## config.mk

```make
export PLATFORM = sky130hd
export DESIGN_NAME = radio_switch_receiver_hang_timer
export DESIGN_NICKNAME = d
export VERILOG_FILES = /design/src/rx_switch_pkg.sv /design/src/radio_switch_receiver_hang_timer.sv /design/src/serial_table.sv
export VERILOG_INCLUDE_DIRS = /design/src
export SDC_FILE = /design/constraint.sdc
export NUM_CORES = 1
export LEC_CHECK = 0
export ABC_AREA = 1
export BUFFER_PORTS_ARGS = -buffer_cell sky130_fd_sc_hd__buf_2
export CAP_MARGIN = 15
export CORE_MARGIN = 2
export CORE_UTILIZATION = 38
export DETAILED_ROUTE_END_ITERATION = 7
export PLACE_DENSITY_LB_ADDON = 0.25
export SETUP_SLACK_MARGIN = 0.02
export SLEW_MARGIN = 20
export SYNTH_ARGS = -nofsm -noshare
export SYNTH_HDL_FRONTEND = slang
export SYNTH_HIERARCHICAL = 1
export SYNTH_SLANG_ARGS = --single-unit
```

## constraint.sdc

```tcl
create_clock -name i_core_clk -period 4.1 [get_ports i_core_clk]
set_clock_uncertainty 0.15 [all_clocks]
set_input_delay 0 -clock i_core_clk [delete_from_list [all_inputs] [get_ports i_core_clk]]
set_output_delay 0 -clock i_core_clk [all_outputs]
set_load 0.01 [all_outputs]
```

## src/rx_switch_defines.svh

```systemverilog
`ifndef RX_SWITCH_DEFINES_SVH
`define RX_SWITCH_DEFINES_SVH

// ****************************************************************
// timing figures
// ****************************************************************
`define RSW_CLK_HZ 10000000
`define RSW_HANG_LONG_MS 500
`define RSW_HANG_SHORT_MS 20
`define RSW_LEARN_MS 10000

// ****************************************************************
// strap bits and packet fields
// ****************************************************************
`define RSW_SEL_NET 0
`define RSW_SEL_SHORT 1
`define RSW_SEL_RX 2
`define RSW_LOGIC_LO 4
`define RSW_LOGIC_HI 6
`define RSW_SERIAL_W 32
`define RSW_TABLE_DEPTH 8

`endif

```

## src/rx_switch_pkg.sv

```systemverilog
package rx_switch_pkg;

    // learn/status pin sequencing
    typedef enum logic [1:0] {
        LRN_IDLE = 2'b00,
        LRN_ARMED = 2'b01,
        LRN_ACTIVE = 2'b10
    } learn_state_t;

endpackage

```

## src/radio_switch_receiver_hang_timer.sv

```systemverilog
`timescale 1ns/100ps
`include "rx_switch_defines.svh"

// Functional notes
// - receiver modes always listen, never transmit
// - outputs copy the packet's three logic bits
// - strap low: clear outputs 500 ms later
// - new packet updates outputs at once
// - strap high: hang time is 20 ms
// - strap 1,0,1 selects networked 500 ms
// - strap 1,1,0 selects open 20 ms
// - strap 1,1,1 selects networked 20 ms
// - open 500 ms mode accepts every packet
// - learn pin pulse learns, then drives LED
// - switch outputs are active high
// - networked mode drops unlearned serial numbers
// - all-zero logic byte clears outputs now
module radio_switch_receiver_hang_timer #(
    parameter int HANG_LONG_CYCLES =
        `RSW_HANG_LONG_MS * (`RSW_CLK_HZ / 1000),
    parameter int HANG_SHORT_CYCLES =
        `RSW_HANG_SHORT_MS * (`RSW_CLK_HZ / 1000),
    parameter int LEARN_CYCLES = `RSW_LEARN_MS * (`RSW_CLK_HZ / 1000),
    parameter int TABLE_DEPTH = `RSW_TABLE_DEPTH
) (
    input wire logic i_core_clk,
    input wire logic i_reset_n,
    input wire logic [2:0] i_mode_sel,
    input wire logic i_pkt_valid,
    input wire logic [7:0] i_pkt_logic,
    input wire logic [`RSW_SERIAL_W-1:0] i_pkt_serial_number_id,
    input wire logic i_learn_status,
    output logic o_learn_status,
    output logic o_learn_status_oe,
    output logic o_switch_output_a,
    output logic o_switch_output_b,
    output logic o_switch_output_c,
    output logic o_rx_active,
    output logic o_mode_valid
);
    localparam int CW = 32;

    // refuse counts the timers cannot serve
    if (HANG_LONG_CYCLES < 1 || HANG_SHORT_CYCLES < 1 ||
        LEARN_CYCLES < 1) begin : g_bad_count
        $error("radio_switch_receiver: counts must be positive");
    end

    // ****************************************************************
    // pin synchronisers
    // ****************************************************************
    logic [2:0] mode_meta_ff;
    logic [2:0] mode_ff;
    logic learn_meta_ff;
    logic learn_ff;
    logic learn_prev_ff;

    // straps and learn pin come from outside, two flops before use
    always_ff @(posedge i_core_clk) begin
        if (!i_reset_n) begin
            mode_meta_ff <= 3'h0;
            mode_ff <= 3'h0;
            learn_meta_ff <= 1'b0;
            learn_ff <= 1'b0;
            learn_prev_ff <= 1'b0;
        end else begin
            mode_meta_ff <= i_mode_sel;
            mode_ff <= mode_meta_ff;
            learn_meta_ff <= i_learn_status;
            learn_ff <= learn_meta_ff;
            learn_prev_ff <= learn_ff;
        end
    end

    // ****************************************************************
    // mode decode
    // ****************************************************************
    wire rx_mode = mode_ff[`RSW_SEL_RX];
    wire networked = rx_mode && mode_ff[`RSW_SEL_NET];
    wire open_mode = rx_mode && !mode_ff[`RSW_SEL_NET];
    wire short_hang = mode_ff[`RSW_SEL_SHORT];
    wire [CW-1:0] hang_limit = short_hang ? CW'(HANG_SHORT_CYCLES) :
        CW'(HANG_LONG_CYCLES);
    wire learn_rise = learn_ff && !learn_prev_ff;
    wire learn_fall = !learn_ff && learn_prev_ff;

    // ****************************************************************
    // packet stage and serial number table
    // ****************************************************************
    logic pend_ff;
    logic [2:0] pend_bits_ff;
    logic pend_zero_ff;
    logic [`RSW_SERIAL_W-1:0] pend_serial_ff;
    logic known;
    logic table_full;
    rx_switch_pkg::learn_state_t lstate_ff;
    logic [CW-1:0] lcnt_ff;

    wire learning = (lstate_ff == rx_switch_pkg::LRN_ACTIVE);
    // learning adds the header serial of a packet not yet known
    wire teach = pend_ff && networked && learning && !known && !table_full;
    // open modes take all; networked takes known or just-taught serials
    wire accept = pend_ff && (open_mode || (networked && (known || teach)));

    // hold the packet one cycle while the table answers
    always_ff @(posedge i_core_clk) begin
        if (!i_reset_n) begin
            pend_ff <= 1'b0;
            pend_bits_ff <= 3'h0;
            pend_zero_ff <= 1'b0;
            pend_serial_ff <= '0;
        end else begin
            pend_ff <= i_pkt_valid && rx_mode;
            pend_bits_ff <= i_pkt_logic[`RSW_LOGIC_HI:`RSW_LOGIC_LO];
            pend_zero_ff <= (i_pkt_logic == 8'h00);
            pend_serial_ff <= i_pkt_serial_number_id;
        end
    end

    serial_table #(
        .DEPTH(TABLE_DEPTH),
        .W(`RSW_SERIAL_W)
    ) u_table (
        .i_core_clk(i_core_clk),
        .i_reset_n(i_reset_n),
        .i_wr_en(teach),
        .i_wr_data(pend_serial_ff),
        .i_cmp_data(i_pkt_serial_number_id),
        .o_hit(known),
        .o_full(table_full)
    );

    // ****************************************************************
    // learn/status pin
    // ****************************************************************
    rx_switch_pkg::learn_state_t nxt_lstate;
    logic [CW-1:0] nxt_lcnt;

    // pin is an input until the pulse ends, then lights while learning;
    // the window closes on timeout or when the table fills
    always_comb begin
        nxt_lstate = lstate_ff;
        nxt_lcnt = lcnt_ff;
        unique case (lstate_ff)
            rx_switch_pkg::LRN_IDLE: begin
                if (networked && learn_rise) begin
                    nxt_lstate = rx_switch_pkg::LRN_ARMED;
                end
            end
            rx_switch_pkg::LRN_ARMED: begin
                if (!networked) begin
                    nxt_lstate = rx_switch_pkg::LRN_IDLE;
                end else if (learn_fall) begin
                    nxt_lstate = rx_switch_pkg::LRN_ACTIVE;
                    nxt_lcnt = '0;
                end
            end
            rx_switch_pkg::LRN_ACTIVE: begin
                nxt_lcnt = lcnt_ff + CW'(1);
                if (!networked || table_full ||
                    lcnt_ff >= CW'(LEARN_CYCLES - 1)) begin
                    nxt_lstate = rx_switch_pkg::LRN_IDLE;
                end
            end
            default: nxt_lstate = rx_switch_pkg::LRN_IDLE;
        endcase
    end

    always_ff @(posedge i_core_clk) begin
        if (!i_reset_n) begin
            lstate_ff <= rx_switch_pkg::LRN_IDLE;
            lcnt_ff <= '0;
        end else begin
            lstate_ff <= nxt_lstate;
            lcnt_ff <= nxt_lcnt;
        end
    end

    // ****************************************************************
    // switch outputs and hang timer
    // ****************************************************************
    logic [2:0] sw_ff;
    logic run_ff;
    logic [CW-1:0] hang_ff;
    logic [2:0] nxt_sw;
    logic nxt_run;
    logic [CW-1:0] nxt_hang;

    // silence from the far end ends a hold, as do an accepted all-zero packet and a strap without the receiver bit
    always_comb begin
        nxt_sw = sw_ff;
        nxt_run = run_ff;
        nxt_hang = hang_ff;
        if (!rx_mode) begin
            nxt_sw = 3'h0;
            nxt_run = 1'b0;
        end else if (accept && pend_zero_ff) begin
            nxt_sw = 3'h0;
            nxt_run = 1'b0;
        end else if (accept) begin
            nxt_sw = pend_bits_ff;
            nxt_run = 1'b1;
            nxt_hang = CW'(1);
        end else if (run_ff) begin
            nxt_hang = hang_ff + CW'(1);
            if (hang_ff >= hang_limit) begin
                nxt_sw = 3'h0;
                nxt_run = 1'b0;
            end
        end
    end

    always_ff @(posedge i_core_clk) begin
        if (!i_reset_n) begin
            sw_ff <= 3'h0;
            run_ff <= 1'b0;
            hang_ff <= '0;
        end else begin
            sw_ff <= nxt_sw;
            run_ff <= nxt_run;
            hang_ff <= nxt_hang;
        end
    end

    // ****************************************************************
    // registered status outputs
    // ****************************************************************
    logic led_ff;
    logic led_oe_ff;
    logic rx_on_ff;
    logic mode_ok_ff;

    // open modes never drive the pin; it floats there
    always_ff @(posedge i_core_clk) begin
        if (!i_reset_n) begin
            led_ff <= 1'b0;
            led_oe_ff <= 1'b0;
            rx_on_ff <= 1'b0;
            mode_ok_ff <= 1'b0;
        end else begin
            led_ff <= (nxt_lstate == rx_switch_pkg::LRN_ACTIVE);
            led_oe_ff <= networked &&
                (nxt_lstate == rx_switch_pkg::LRN_ACTIVE);
            rx_on_ff <= rx_mode;
            mode_ok_ff <= rx_mode;
        end
    end

    assign o_switch_output_a = sw_ff[0];
    assign o_switch_output_b = sw_ff[1];
    assign o_switch_output_c = sw_ff[2];
    assign o_learn_status = led_ff;
    assign o_learn_status_oe = led_oe_ff;
    assign o_rx_active = rx_on_ff;
    assign o_mode_valid = mode_ok_ff;
endmodule

```

## src/serial_table.sv

```systemverilog
`timescale 1ns/100ps
`include "rx_switch_defines.svh"

module serial_table #(
    parameter int DEPTH = `RSW_TABLE_DEPTH,
    parameter int W = `RSW_SERIAL_W
) (
    input wire logic i_core_clk,
    input wire logic i_reset_n,
    input wire logic i_wr_en,
    input wire logic [W-1:0] i_wr_data,
    input wire logic [W-1:0] i_cmp_data,
    output logic o_hit,
    output logic o_full
);
    localparam int PW = $clog2(DEPTH + 1);

    // refuse sizes the table cannot serve
    if (DEPTH < 1 || W < 1) begin : g_bad_size
        $error("serial_table: DEPTH and W must be positive");
    end

    // ****************************************************************
    // storage
    // ****************************************************************
    logic [W-1:0] entry_ff [DEPTH];
    logic [DEPTH-1:0] valid_ff;
    logic [DEPTH-1:0] match;
    logic [PW-1:0] count_ff;
    logic hit_ff;
    wire full = (count_ff == PW'(DEPTH));
    wire do_wr = i_wr_en && !full;

    // per-entry compare and write slot
    genvar g;
    generate
        for (g = 0; g < DEPTH; g++) begin : g_entry
            assign match[g] = valid_ff[g] && (entry_ff[g] == i_cmp_data);
            always_ff @(posedge i_core_clk) begin
                if (!i_reset_n) begin
                    valid_ff[g] <= 1'b0;
                    entry_ff[g] <= '0;
                end else if (do_wr && count_ff == PW'(g)) begin
                    valid_ff[g] <= 1'b1;
                    entry_ff[g] <= i_wr_data;
                end
            end
        end
    endgenerate

    // fill pointer and registered lookup answer
    always_ff @(posedge i_core_clk) begin
        if (!i_reset_n) begin
            count_ff <= '0;
            hit_ff <= 1'b0;
        end else begin
            count_ff <= do_wr ? count_ff + PW'(1) : count_ff;
            // a serial written this cycle counts as known, so a repeat
            // packet right behind it does not take a second slot
            hit_ff <= |match || (do_wr && i_wr_data == i_cmp_data);
        end
    end

    assign o_hit = hit_ff;
    assign o_full = full;
endmodule

```

Word level (Yosys, flattened, before mapping)

Memory sizes are Yosys's and may differ from the RTL's.
Cells that the tools add are included.
Widths: inputs -> output; s select.

RAM bits: 256
Bits in registers: 132
Memories: 1
Logic and storage cells: 170
Input port bits: 47
Output and inout bits: 7

Add/subtract/negate cells: 3
Equal/unequal tests: 22
Order comparisons: 2
Muxes and demuxes: 50
Reductions and logical operators: 54
Bitwise gates (word level): 11

Memories:

| name             | depth | bits a word | rd ports | clocked after memory_dff | write ports | line               | RTL |
|---|---|---|---|---|---|---|---|
| u_table.entry_ff | 8     | 32          | 8        | 0                        | 8           | serial_table.sv:26 | `logic [W-1:0] entry_ff [DEPTH];` |

Operators with widths:

| operator              | number |
|---|---|
| $mux 32               | 12 |
| $eq 32x32->1          | 9 |
| $add 32x1->32 const B | 2 |
| $pmux 32 s2           | 1 |
| $ge 32x23->1          | 1 |
| $ge 32x27->1 const B  | 1 |
| $logic_and 1x1->1     | 32 |
| $mux 1                | 28 |
| $mux 23               | 1 |
| $eq 4x3->1 const B    | 4 |
| $mux 3                | 3 |
| $eq 4x2->1 const B    | 2 |
| $logic_not 8->1       | 1 |
| $mux 2                | 4 |
| $or 1x1->1            | 8 |
| $reduce_or 8->1       | 1 |
| $logic_not 1->1       | 6 |
| $pmux 2 s3            | 1 |
| $reduce_and 3->1      | 2 |
| $reduce_bool 2->1     | 3 |
| $logic_or 1x1->1      | 5 |
| $add 4x1->4 const B   | 1 |
| $eq 2x2->1 const B    | 2 |
| $eq 4x1->1 const B    | 1 |
| other kinds (8)       | 11 |

Longest topological paths before layout

Gate-level depths: netlist (run 1).

Depth after elaboration: 12
Mapped depth: 16
Gate-level depth less buffers: 14

Modules after synthesis

Netlist (run 1), hierarchy kept.

By module, submodules not included:

| module                           | instances | cells an instance | area an instance (sq um) | seq. area each (sq um) |
|---|---|---|---|---|
| serial_table                     | 1         | 1585              | 13994.7                  | 7947.6 |
| radio_switch_receiver_hang_timer | 1         | 860               | 5830.6                   | 2382.3 |

Worst setup path before layout (run 1)

Ideal clock, no wire load.

Path kind: flip-flop to flip-flop
Start: reg u_table.count_ff[0]
End: mem u_table/entry_ff[0][100] in the netlist's numbering, enable pin
Data required time: 3484 ps
Library setup time: 466 ps
Path buffers: 0
Cell stages (with the launch flop): 10
Slack: -210 ps
Arrival time: 3694 ps
Period minus slack after synthesis: 4310 ps
Path through: dfxtp_1 inv_1 ha_1 nand3_1 inv_1 nor3_1 nand2_2 inv_2 nand2_1 o21ai_0

RTL lines:

| what                     | line               | RTL |
|---|---|---|
| start: declaration       | serial_table.sv:29 | `logic [PW-1:0] count_ff;` |
| start signal: assignment | serial_table.sv:57 | `count_ff <= do_wr ? count_ff + PW'(1) : count_ff;` |
| end: declaration         | serial_table.sv:26 |  |

==> results of run 1 <==
-- placed cells by master, fill, tap and decap left out, types with 3 or more instances in the layout --
cell           count
buf_2             52
a21oi_1           61
nor2_1           476
o22ai_1           23
nor2_4             4
nand4_1           36
o21ai_4            6
o21ai_1            9
nand2_1          640
or2_2              5
bufinv_16          4
o221ai_1           4
o21a_1             3
nor3_1            39
clkinv_2          10
nand3_4            5
clkbuf_8           6
clkinv_1          11
clkbuf_1           9
nand3_1           67
buf_4             19
nor4_1             3
dlygate4sd3_1     68
nor2_2             9
ha_1              15
xnor2_1           78
clkbuf_16         43
inv_2             26
nor3_2             6
inv_1            292
nand2_2           12
dfxtp_1          132
edfxtp_1         256
o21ai_0          102
xor2_1            23
-- per-stage QoR --
stage,setup TNS (ns),instances
6_report,0,3264
5_1_grt,0,3264
4_1_cts,0,3264
3_5_place_dp,0,3118
3_3_place_gp,0,3118
2_1_floorplan,-19.40,2445
-- metal layers --
layer / routed length, um / part of all wire
met1: 27700 / 0.43
met2: 29500 / 0.45
met3: 5750 / 0.088
met4: 2250 / 0.034
met5: 0 / 0
-- cell families (layout without fill, tap and decap cells) --
| group | Yosys count | after routing | share of synthesized area |
|---|---|---|---|
| AOI/OAI and AO/OA | 221 | 221 | 0.0607 |
| xor gates and xnor gates | 101 | 101 | 0.0446 |
| adders and majority gates | 15 | 15 | 0.00947 |
| buffers and inverters | 406 | 545 | 0.0901 |
| DFF | 388 | 388 | 0.521 |
| and+or+nand+nor | 1314 | 1314 | 0.274 |
-- path summary, 6_finish.rpt --
check | start | end | slack, ns | depth (start not counted)
max | u_table/count_ff[1] | u_table/entry_ff[1][120] | 0.76 | 10
min | i_pkt_logic[0] | pend_zero_ff | 0.12 | 5
max reg2reg | u_table/count_ff[1] | u_table/entry_ff[1][120] | 0.76 | 10
min reg2reg | mode_meta_ff[2] | mode_ff[2] | 0.27 | 2
-- sequential cells by signal (all words and copies together) (netlist names), 2 cells and up --
signal	count
lcnt_ff	32
u_table/count_ff	4
pend_serial_ff	32
lstate_ff	2
u_table/valid_ff	8
sw_ff	3
u_table/entry_ff	256
mode_ff	3
pend_bits_ff	3
hang_ff	32
mode_meta_ff	3
-- final cells by class --
cell class              instances  area (um2)  share of cell area
repair buffers                139        1080              0.0478
flip-flops and latches        388       10300               0.455
inverters                     328        1240              0.0546
well taps                     680         851              0.0375
clock buffers                  59        1200              0.0529
clock inverters                19         203             0.00894
multi-input cells            1651        7780               0.343
-- worst register-to-register path, stage by stage, from the launching register on --
cell and delay, ns:
dfxtp_1 0.40, inv_1 0.10, ha_1 0.20, nand3_1 0.13, inv_1 0.10, nor3_1 0.35, nand2_2 0.28, inv_2 0.17
nand2_1 0.17, o21ai_4 0.59, buf_4 0.39
-- power breakdown --
part,internal [mW],switching [mW]
clock,2.30,1.60
sequential,4.31,0.0755
combinational,0.233,0.550
-- repair_timing --
item / in CTS / in global routing
setup endpoints to repair: 0 / 0
hold buffers: 68 / 0
endpoints found under the hold margin: 48 / 0
buffers inserted: 0 / 0
==> impl_metrics.py, run 1 <==
metrics = {
    "synthesis": {
        "synth_area_um2": 19800,
        "ys_top_cells_by_area": "edfxtp_1 (39%), dfxtp_1 (13%), nand2_1 (12%)",
        "syn_nets": 2507,
        "ys_types": 51,
        "synth_warnings": 6,
        "syn-instance-count": 2445,
        "synth.avg_cell_area_um2": 8.11,
        "synth_top_area_cell": "edfxtp_1",
        "synth_edf_count": 256,
        "synth.top_cells.by_count": "nand2_1 (640), nor2_1 (476), inv_1 (292)",
        "synth_flop_cell": "edfxtp_1",
        "synth_top_area_frac": 0.388,
        "yosysSeqAreaShare": 0.521,
        "synth_most_common_cell": "nand2_1",
        "synthArstFlopShare": 0,
        "ys_seq_elements": 388,
    },
    "sta": {
        "hold_slack_ns": 0.116,
        "min_period_ns": 3.34,
        "tightest_slew_ns": 0.926,
        "fin_crit_sh": 0.815,
        "relSlewSlack": 0.383,
        "fmax_mhz": 299,
        "rsz0062_at_grt": "false",
        "slew_viol_final": 0,
        "hold_violations": 0,
        "setup_viol": 0,
        "timing.final.ws_setup_ns": 0.759,
    },
    "clocking": {
        "cts_root_buf": "clkbuf_16",
        "htreeDepth": 2,
        "cts_buffers": 43,
        "clk_path_buf_depth": 3,
        "cts_sinks": 388,
        "clkLatencyLatePin_ns": 0.56,
        "clkSlewWorstSetupHoldPaths_ns": 0.06,
        "cts_resized": 0,
        "cts_tree": "yes",
    },
    "setup_path": {
        "critPathLaunchType": "flip-flop",
        "end_kind": "flip-flop",
        "crit_type": "flip-flop to flip-flop",
        "slowest_stage": "o21ai_4",
        "crit_fanout": 17,
        "worst_ep_arrival_time_ns": 3.43,
        "crit_path_frequent_cell": "inv_1",
        "path_delay_family": "simple AND/OR/NAND/NOR gates",
        "cp.buffers_inverters": 4,
        "critPathMaxStageDelay_ns": 0.59,
        "worstPathRequired_ns": 4.19,
        "path_cells": "inv_1, ha_1, nand3_1, inv_1, nor3_1, nand2_2, inv_2, nand2_1, o21ai_4, buf_4",
    },
    "finish": {
        "fin_util": 0.441,
        "antenna_cells": 0,
        "layout.nets": 2613,
        "postLayoutCellArea_um2": 22700,
        "area_growth_pct": 14.4,
        "filler_cell_count": 5087,
        "drive_gt1_frac": 0.0859,
    },
    "floorplanning": {
        "die_area_um2": 54000,
        "die_y_um": 232,
        "ios": 54,
        "die_w_um": 232,
        "row_count": 83,
        "start_util": 0.386,
        "core-area_um2": 51400,
    },
    "grt": {
        "met1_usage": 0.327,
        "antenna_found_initial": 0,
        "grt-busiest-layer": "met2",
        "overflow": 0,
        "grt_pass1_vias": 15708,
        "met3_usage": 0.0422,
        "grt_pass1_wl_um": 96600,
        "grt_max_degree": 38,
        "gr-usage-met2": 0.390,
        "grt_usage": 0.241,
    },
    "detailed_routing": {
        "routed_via_density": 5.12,
        "wl_per_cell_um": 20.0,
        "first_pass_iters": 5,
        "vias": 16708,
        "drtIter0Drc": 1724,
        "postRouteAntennaNets": 0,
        "wirelength_um": 65200,
        "drt_drc_violations_left": 0,
    },
    "placed_design": {
        "gp_congestion": 0.934,
        "placed_area_um2": 20600,
        "dpl_worst_slack_ns": 0.796,
        "dp_hpwl_um": 44100,
        "io_buffer_count": 53,
    },
    "power": {
        "power_leakage_nw": 9.13,
        "powerDensity_nw_per_um2": 399,
        "power_mw": 9.06,
        "max-vdd-ir-drop_mv": 0.292,
    },
    "run": {
        "max_cap_viol_count": 0,
    },
    "status": {
        "outcome": "finished, final reports clean",
    },
    "min_path": {
        "hp-class": "input port to flip-flop",
    },
}
No activity file was read; power rests on OpenSTA's default activity.
==> inputs of run 2 (changes only) <==
==> constraint.sdc (replaced) <==
create_clock -name i_core_clk -period 2.71 [get_ports i_core_clk]
set_clock_uncertainty 0.15 [all_clocks]
set_input_delay 0 -clock i_core_clk [delete_from_list [all_inputs] [get_ports i_core_clk]]
set_output_delay 0 -clock i_core_clk [all_outputs]
set_load 0.01 [all_outputs]
==> run 2 against run 1 <==
Net effect: register-to-register slack got worse by 0.59 ns; sequential power increased by 51%; routed wire length increased by 3.9%; global-route usage increased by 0.94 points; critical path depth unchanged; worst hold slack got worse by 0.045 ns.
==> impl_metrics.py, run 2 (synthesis results as in run 1) <==
metrics = {
    "clocking": {
        "htreeDepth": 2,
        "clk_path_buf_depth": 3,
        "clkLatencyLatePin_ns": 0.58,
        "cts_sinks": 388,
        "cts_root_buf": "clkbuf_16",
        "cts_tree": "yes",
        "clkSlewWorstSetupHoldPaths_ns": 0.06,
        "cts_buffers": 44,
    },
    "floorplanning": {
        "row_count": 83,
        "die_area_um2": 54000,
        "core-area_um2": 51400,
        "die_y_um": 232,
        "ios": 54,
        "die_w_um": 232,
        "start_util": 0.386,
    },
    "sta": {
        "tightest_slew_ns": 0.747,
        "fmax_mhz": 394,
        "slew_viol_final": 0,
        "hold_violations": 0,
        "relSlewSlack": 0.501,
        "fin_setup_tns_ns": 0,
        "fin_crit_sh": 0.937,
        "setup_viol": 0,
        "min_period_ns": 2.54,
        "hold_slack_ns": 0.0715,
        "timing.final.ws_setup_ns": 0.172,
        "rsz0062_at_grt": "false",
    },
    "min_path": {
        "hold-path-cell-count": 5,
        "min_to": "pend_zero_ff",
        "hp-class": "input port to flip-flop",
        "hp-start": "i_pkt_logic[0]",
    },
    "status": {
        "outcome": "finished, final reports clean",
    },
    "run": {
        "max_cap_viol_count": 0,
    },
    "detailed_routing": {
        "drt_drc_violations_left": 0,
        "wl_per_cell_um": 20.4,
        "first_pass_iters": 5,
        "postRouteAntennaNets": 0,
        "drtIter0Drc": 2208,
        "wirelength_um": 67700,
        "vias": 17062,
        "routed_via_density": 5.15,
    },
    "power": {
        "combPwrFrac": 0.091,
        "power_mw": 13.9,
        "clkPwrFrac": 0.432,
        "p_switching_mw": 3.44,
        "sw_frac_of_total": 0.247,
        "power_leakage_nw": 9.39,
        "p_int_mw": 10.5,
        "power_frac_seq": 0.477,
        "powerDensity_nw_per_um2": 598,
        "max-vdd-ir-drop_mv": 0.418,
    },
    "placed_design": {
        "placed_cells": 3152,
        "dpl_worst_slack_ns": -0.216,
        "dp_hpwl_um": 46100,
        "gp_congestion": 0.949,
        "io_buffer_count": 53,
    },
    "finish": {
        "drive_gt1_frac": 0.0979,
        "final_common_cell": "nand2_1",
        "final_cell_count_no_fill": 3314,
        "area_growth_pct": 17.3,
        "layout.nets": 2661,
        "largest_register": "u_table/entry_ff",
        "layout_common_cells": "nand2_1 (639), nor2_1 (476), inv_1 (292), edfxtp_1 (256), dfxtp_1 (132)",
        "largest_reg_flops": 256,
        "antenna_cells": 0,
    },
    "grt": {
        "grt_usage": 0.251,
        "overflow": 0,
        "antenna_found_initial": 1,
        "grt_pass1_wl_um": 99500,
        "grt_max_degree": 45,
        "grt_pass1_vias": 15912,
    },
    "setup_path": {
        "worst_ep_arrival_time_ns": 2.65,
        "reg2regPathDepth": 10,
        "critPathLaunchType": "flip-flop",
        "path_cells": "inv_1, ha_1, nand3_1, inv_1, nor3_4, nand2_2, inv_2, nand2_2, o21ai_4, buf_4",
        "rr_startpoint": "u_table/count_ff[0]",
        "slowest_stage": "dfxtp_1",
        "crit_fanout": 15,
        "r2r_setup_slack_ns": 0.17,
        "end_kind": "flip-flop",
        "crit_type": "flip-flop to flip-flop",
        "critPathMaxStageDelay_ns": 0.38,
        "worstPathRequired_ns": 2.82,
        "timing.rr.end": "u_table/entry_ff[1][126]",
    },
}
-- run 2: cell types whose count changed in the layout (fill, tap and decap cells not counted), moves of 2 or more --
cell | previous run | this run
clkbuf_16 | 43 | 45
buf_4 | 19 | 43
clkbuf_1 | 9 | 15
clkinv_2 | 10 | 8
buf_12 | 0 | 10
dlygate4sd3_1 | 68 | 79
clkbuf_8 | 6 | 4
nor3_1 | 39 | 37
-- run 2: final cells by class --
cell class,count,area (um2)
Clock buffer,64,1240
Clock inverter,17,194
Fill cell,4980,28200
Inverter,328,1240
Multi-Input combinational cell,1652,7810
Sequential cell,388,10300
Tap cell,680,851
Timing Repair Buffer,185,1590
-- run 2: per-stage QoR --
stage,cell area [um2],utilization
4_1_cts,23200,0.452
2_1_floorplan,19800,-
3_3_place_gp,21000,0.408
5_1_grt,23300,0.452
6_report,23300,0.452
3_5_place_dp,21000,0.408
-- run 2: metal layers --
layer / vias to the layer above / routed length [um] / track usage
li1: 8067 / - / -
met1: 8134 / 28400 / 0.338
met2: 720 / 30800 / 0.405
met3: 139 / 5820 / 0.0398
met4: 2 / 2690 / 0.0960
met5: - / 13 / 0
-- run 2: power groups by stage --
stage | combinational, mW | clock (mW) | sequential, mW
after CTS | 1.25 | 6.11 | 6.63
final | 1.27 | 6.01 | 6.63
after global placement | 1.15 | 0 | 6.74
after detailed placement | 1.15 | 0 | 6.75
after floorplan | 0.662 | 0 | 6.72
after global routing | 1.35 | 6.32 | 6.65
-- run 2: worst max-delay path by stage --
stage | from | end | slack [ns]
after floorplan | u_table/count_ff[0] | u_table/entry_ff[0][32] | -0.58
after global placement | u_table/count_ff[0] | u_table/entry_ff[1][127] | -0.07
after detailed placement | u_table/count_ff[0] | u_table/entry_ff[1][96] | -0.22
after CTS | u_table/count_ff[0] | u_table/entry_ff[0][125] | 0.04
after global routing | u_table/count_ff[0] | u_table/entry_ff[1][118] | 0.04
final | u_table/count_ff[0] | u_table/entry_ff[1][126] | 0.17
-- run 2: worst max-delay path: cells and delay by family, from the launching register on --
kind,cells,cell delay [ns]
simple gates,4,0.64
compound gates,1,0.19
fa+ha+maj,1,0.22
buf+inv,4,0.61
flops,1,0.38
-- run 2: timing repair --
| action | 4_1_cts | 5_1_grt |
|---|---|---|
| gates resized for setup | 4 | 3 |
| buffers inserted | 1 | 0 |
| cloned | 1 | 0 |
| hold buffers | 79 | 0 |
| endpoints found under the setup margin | 214 | 122 |
| hold endpoints to repair | 57 | 0 |
==> inputs of run 3 (changes only) <==
--- a/config.mk
+++ b/config.mk
@@ -11,6 +11,7 @@
 export CAP_MARGIN = 15
 export CORE_MARGIN = 2
 export CORE_UTILIZATION = 38
+export CTS_BUF_LIST = sky130_fd_sc_hd__clkbuf_4 sky130_fd_sc_hd__clkbuf_8 sky130_fd_sc_hd__clkbuf_16
 export DETAILED_ROUTE_END_ITERATION = 7
 export PLACE_DENSITY_LB_ADDON = 0.25
 export SETUP_SLACK_MARGIN = 0.02
==> run 3 against run 2 <==
Net effect: non-clock buffer count unchanged; critical endpoint unchanged; sequential power hardly changed; largest power group unchanged; critical path depth unchanged; power up 1.2%; largest cell class unchanged; combinational power hardly changed; design area rose by 0.24%; core utilization is 0.11 points higher; sequential share of layout area is 0.11 points lower; via count down 0.11%.
==> impl_metrics.py, run 3 (synthesis results as in run 1) <==
metrics = {
    "sta": {
        "hold_violations": 0,
        "fmax_mhz": 394,
        "timing.final.ws_setup_ns": 0.169,
        "relSlewSlack": 0.506,
        "fin_crit_sh": 0.938,
        "slew_viol_final": 0,
        "setup_viol": 0,
        "min_period_ns": 2.54,
        "fin_setup_tns_ns": 0,
        "tightest_slew_ns": 0.740,
        "rsz0062_at_grt": "false",
        "hold_slack_ns": 0.0667,
    },
    "finish": {
        "filler_cell_count": 4977,
        "antenna_cells": 0,
        "largest_register": "u_table/entry_ff",
        "largest_reg_flops": 256,
        "area_growth_pct": 17.6,
        "postLayoutCellArea_um2": 23300,
        "drive_gt1_frac": 0.104,
        "final_common_cell": "nand2_1",
        "fin_util": 0.453,
        "layout_common_cells": "nand2_1 (639), nor2_1 (476), inv_1 (292), edfxtp_1 (256), dfxtp_1 (132)",
        "final_cell_count_no_fill": 3314,
        "layout.nets": 2661,
    },
    "grt": {
        "overflow": 0,
        "met3_usage": 0.0396,
        "grt_usage": 0.251,
        "grt_pass1_wl_um": 99500,
        "grt_max_degree": 45,
        "antenna_found_initial": 1,
        "met1_usage": 0.338,
        "grt-busiest-layer": "met2",
        "gr-usage-met2": 0.409,
        "grt_pass1_vias": 15917,
    },
    "detailed_routing": {
        "postRouteAntennaNets": 0,
        "vias": 17043,
        "first_pass_iters": 5,
        "drtIter0Drc": 2141,
        "routed_via_density": 5.14,
        "wirelength_um": 67800,
        "drt_drc_violations_left": 0,
        "wl_per_cell_um": 20.5,
    },
    "clocking": {
        "cts_buffers": 44,
        "clkLatencyLatePin_ns": 0.58,
        "clkSlewWorstSetupHoldPaths_ns": 0.06,
        "htreeDepth": 2,
        "cts_sinks": 388,
        "cts_root_buf": "clkbuf_16",
        "clk_path_buf_depth": 3,
        "cts_tree": "yes",
    },
    "floorplanning": {
        "ios": 54,
        "core-area_um2": 51400,
        "row_count": 83,
        "die_y_um": 232,
        "die_w_um": 232,
        "die_area_um2": 54000,
        "start_util": 0.386,
    },
    "power": {
        "power_leakage_nw": 9.44,
        "powerDensity_nw_per_um2": 604,
        "max-vdd-ir-drop_mv": 0.428,
        "power_mw": 14.1,
    },
    "setup_path": {
        "crit_fanout": 15,
        "worstPathRequired_ns": 2.82,
        "worst_ep_arrival_time_ns": 2.65,
        "crit_type": "flip-flop to flip-flop",
        "end_kind": "flip-flop",
        "critPathLaunchType": "flip-flop",
    },
    "status": {
        "outcome": "finished, final reports clean",
    },
    "run": {
        "max_cap_viol_count": 0,
    },
    "placed_design": {
        "dpl_worst_slack_ns": -0.216,
        "io_buffer_count": 53,
        "placed_cells": 3152,
        "dp_hpwl_um": 46100,
        "placed_area_um2": 21000,
        "gp_congestion": 0.949,
    },
    "min_path": {
        "hp-class": "input port to flip-flop",
    },
}
==> run 3: worst paths after layout <==
kind / from / end / slack, ns / cells past startpoint
max: u_table/count_ff[0] / u_table/entry_ff[1][126] / 0.17 / 10
min: i_pkt_logic[0] / pend_zero_ff / 0.07 / 5
max reg2reg: u_table/count_ff[0] / u_table/entry_ff[1][126] / 0.17 / 10
min reg2reg: mode_meta_ff[1] / mode_ff[1] / 0.27 / 2
==> run 3: area by class of cell <==
cell class	count	area, um2	area share
sequential	388	10300	0.443
multi-input combinational	1652	7810	0.335
timing repair buffer	185	1590	0.0680
clock buffer	64	1290	0.0555
inverter	328	1240	0.0533
tap	680	851	0.0365
clock inverter	17	194	0.00832
==> run 3: what timing repair did <==
action,4_1_cts,5_1_grt
setup buffers,1,0
resized for setup,4,3
hold endpoints to repair,58,0
hold buffers,79,0
setup endpoints to repair,215,124
cloned,1,0
==> run 3: worst max-delay path, stage by stage (launching register included) <==
cell and delay (ns):
dfxtp_1 0.38, inv_1 0.10, ha_1 0.22, nand3_1 0.15, inv_1 0.13, nor3_4 0.28, nand2_2 0.09, inv_2 0.11
nand2_2 0.14, o21ai_4 0.19, buf_4 0.28
==> run 3: where the power goes <==
part	switching [mW]	internal, mW	leakage (nW)	total, mW
logic	0.860	0.408	5.15	1.27
registers	0.119	6.51	3.53	6.63
clock network	2.47	3.70	0.756	6.17
==> run 3: metal layers <==
metal	share of wire	wire length, um	up-vias
li1	-	-	8068
met1	0.42	28400	8142
met2	0.46	31300	714
met3	0.086	5840	117
met4	0.033	2210	2
met5	0.00019	13	-
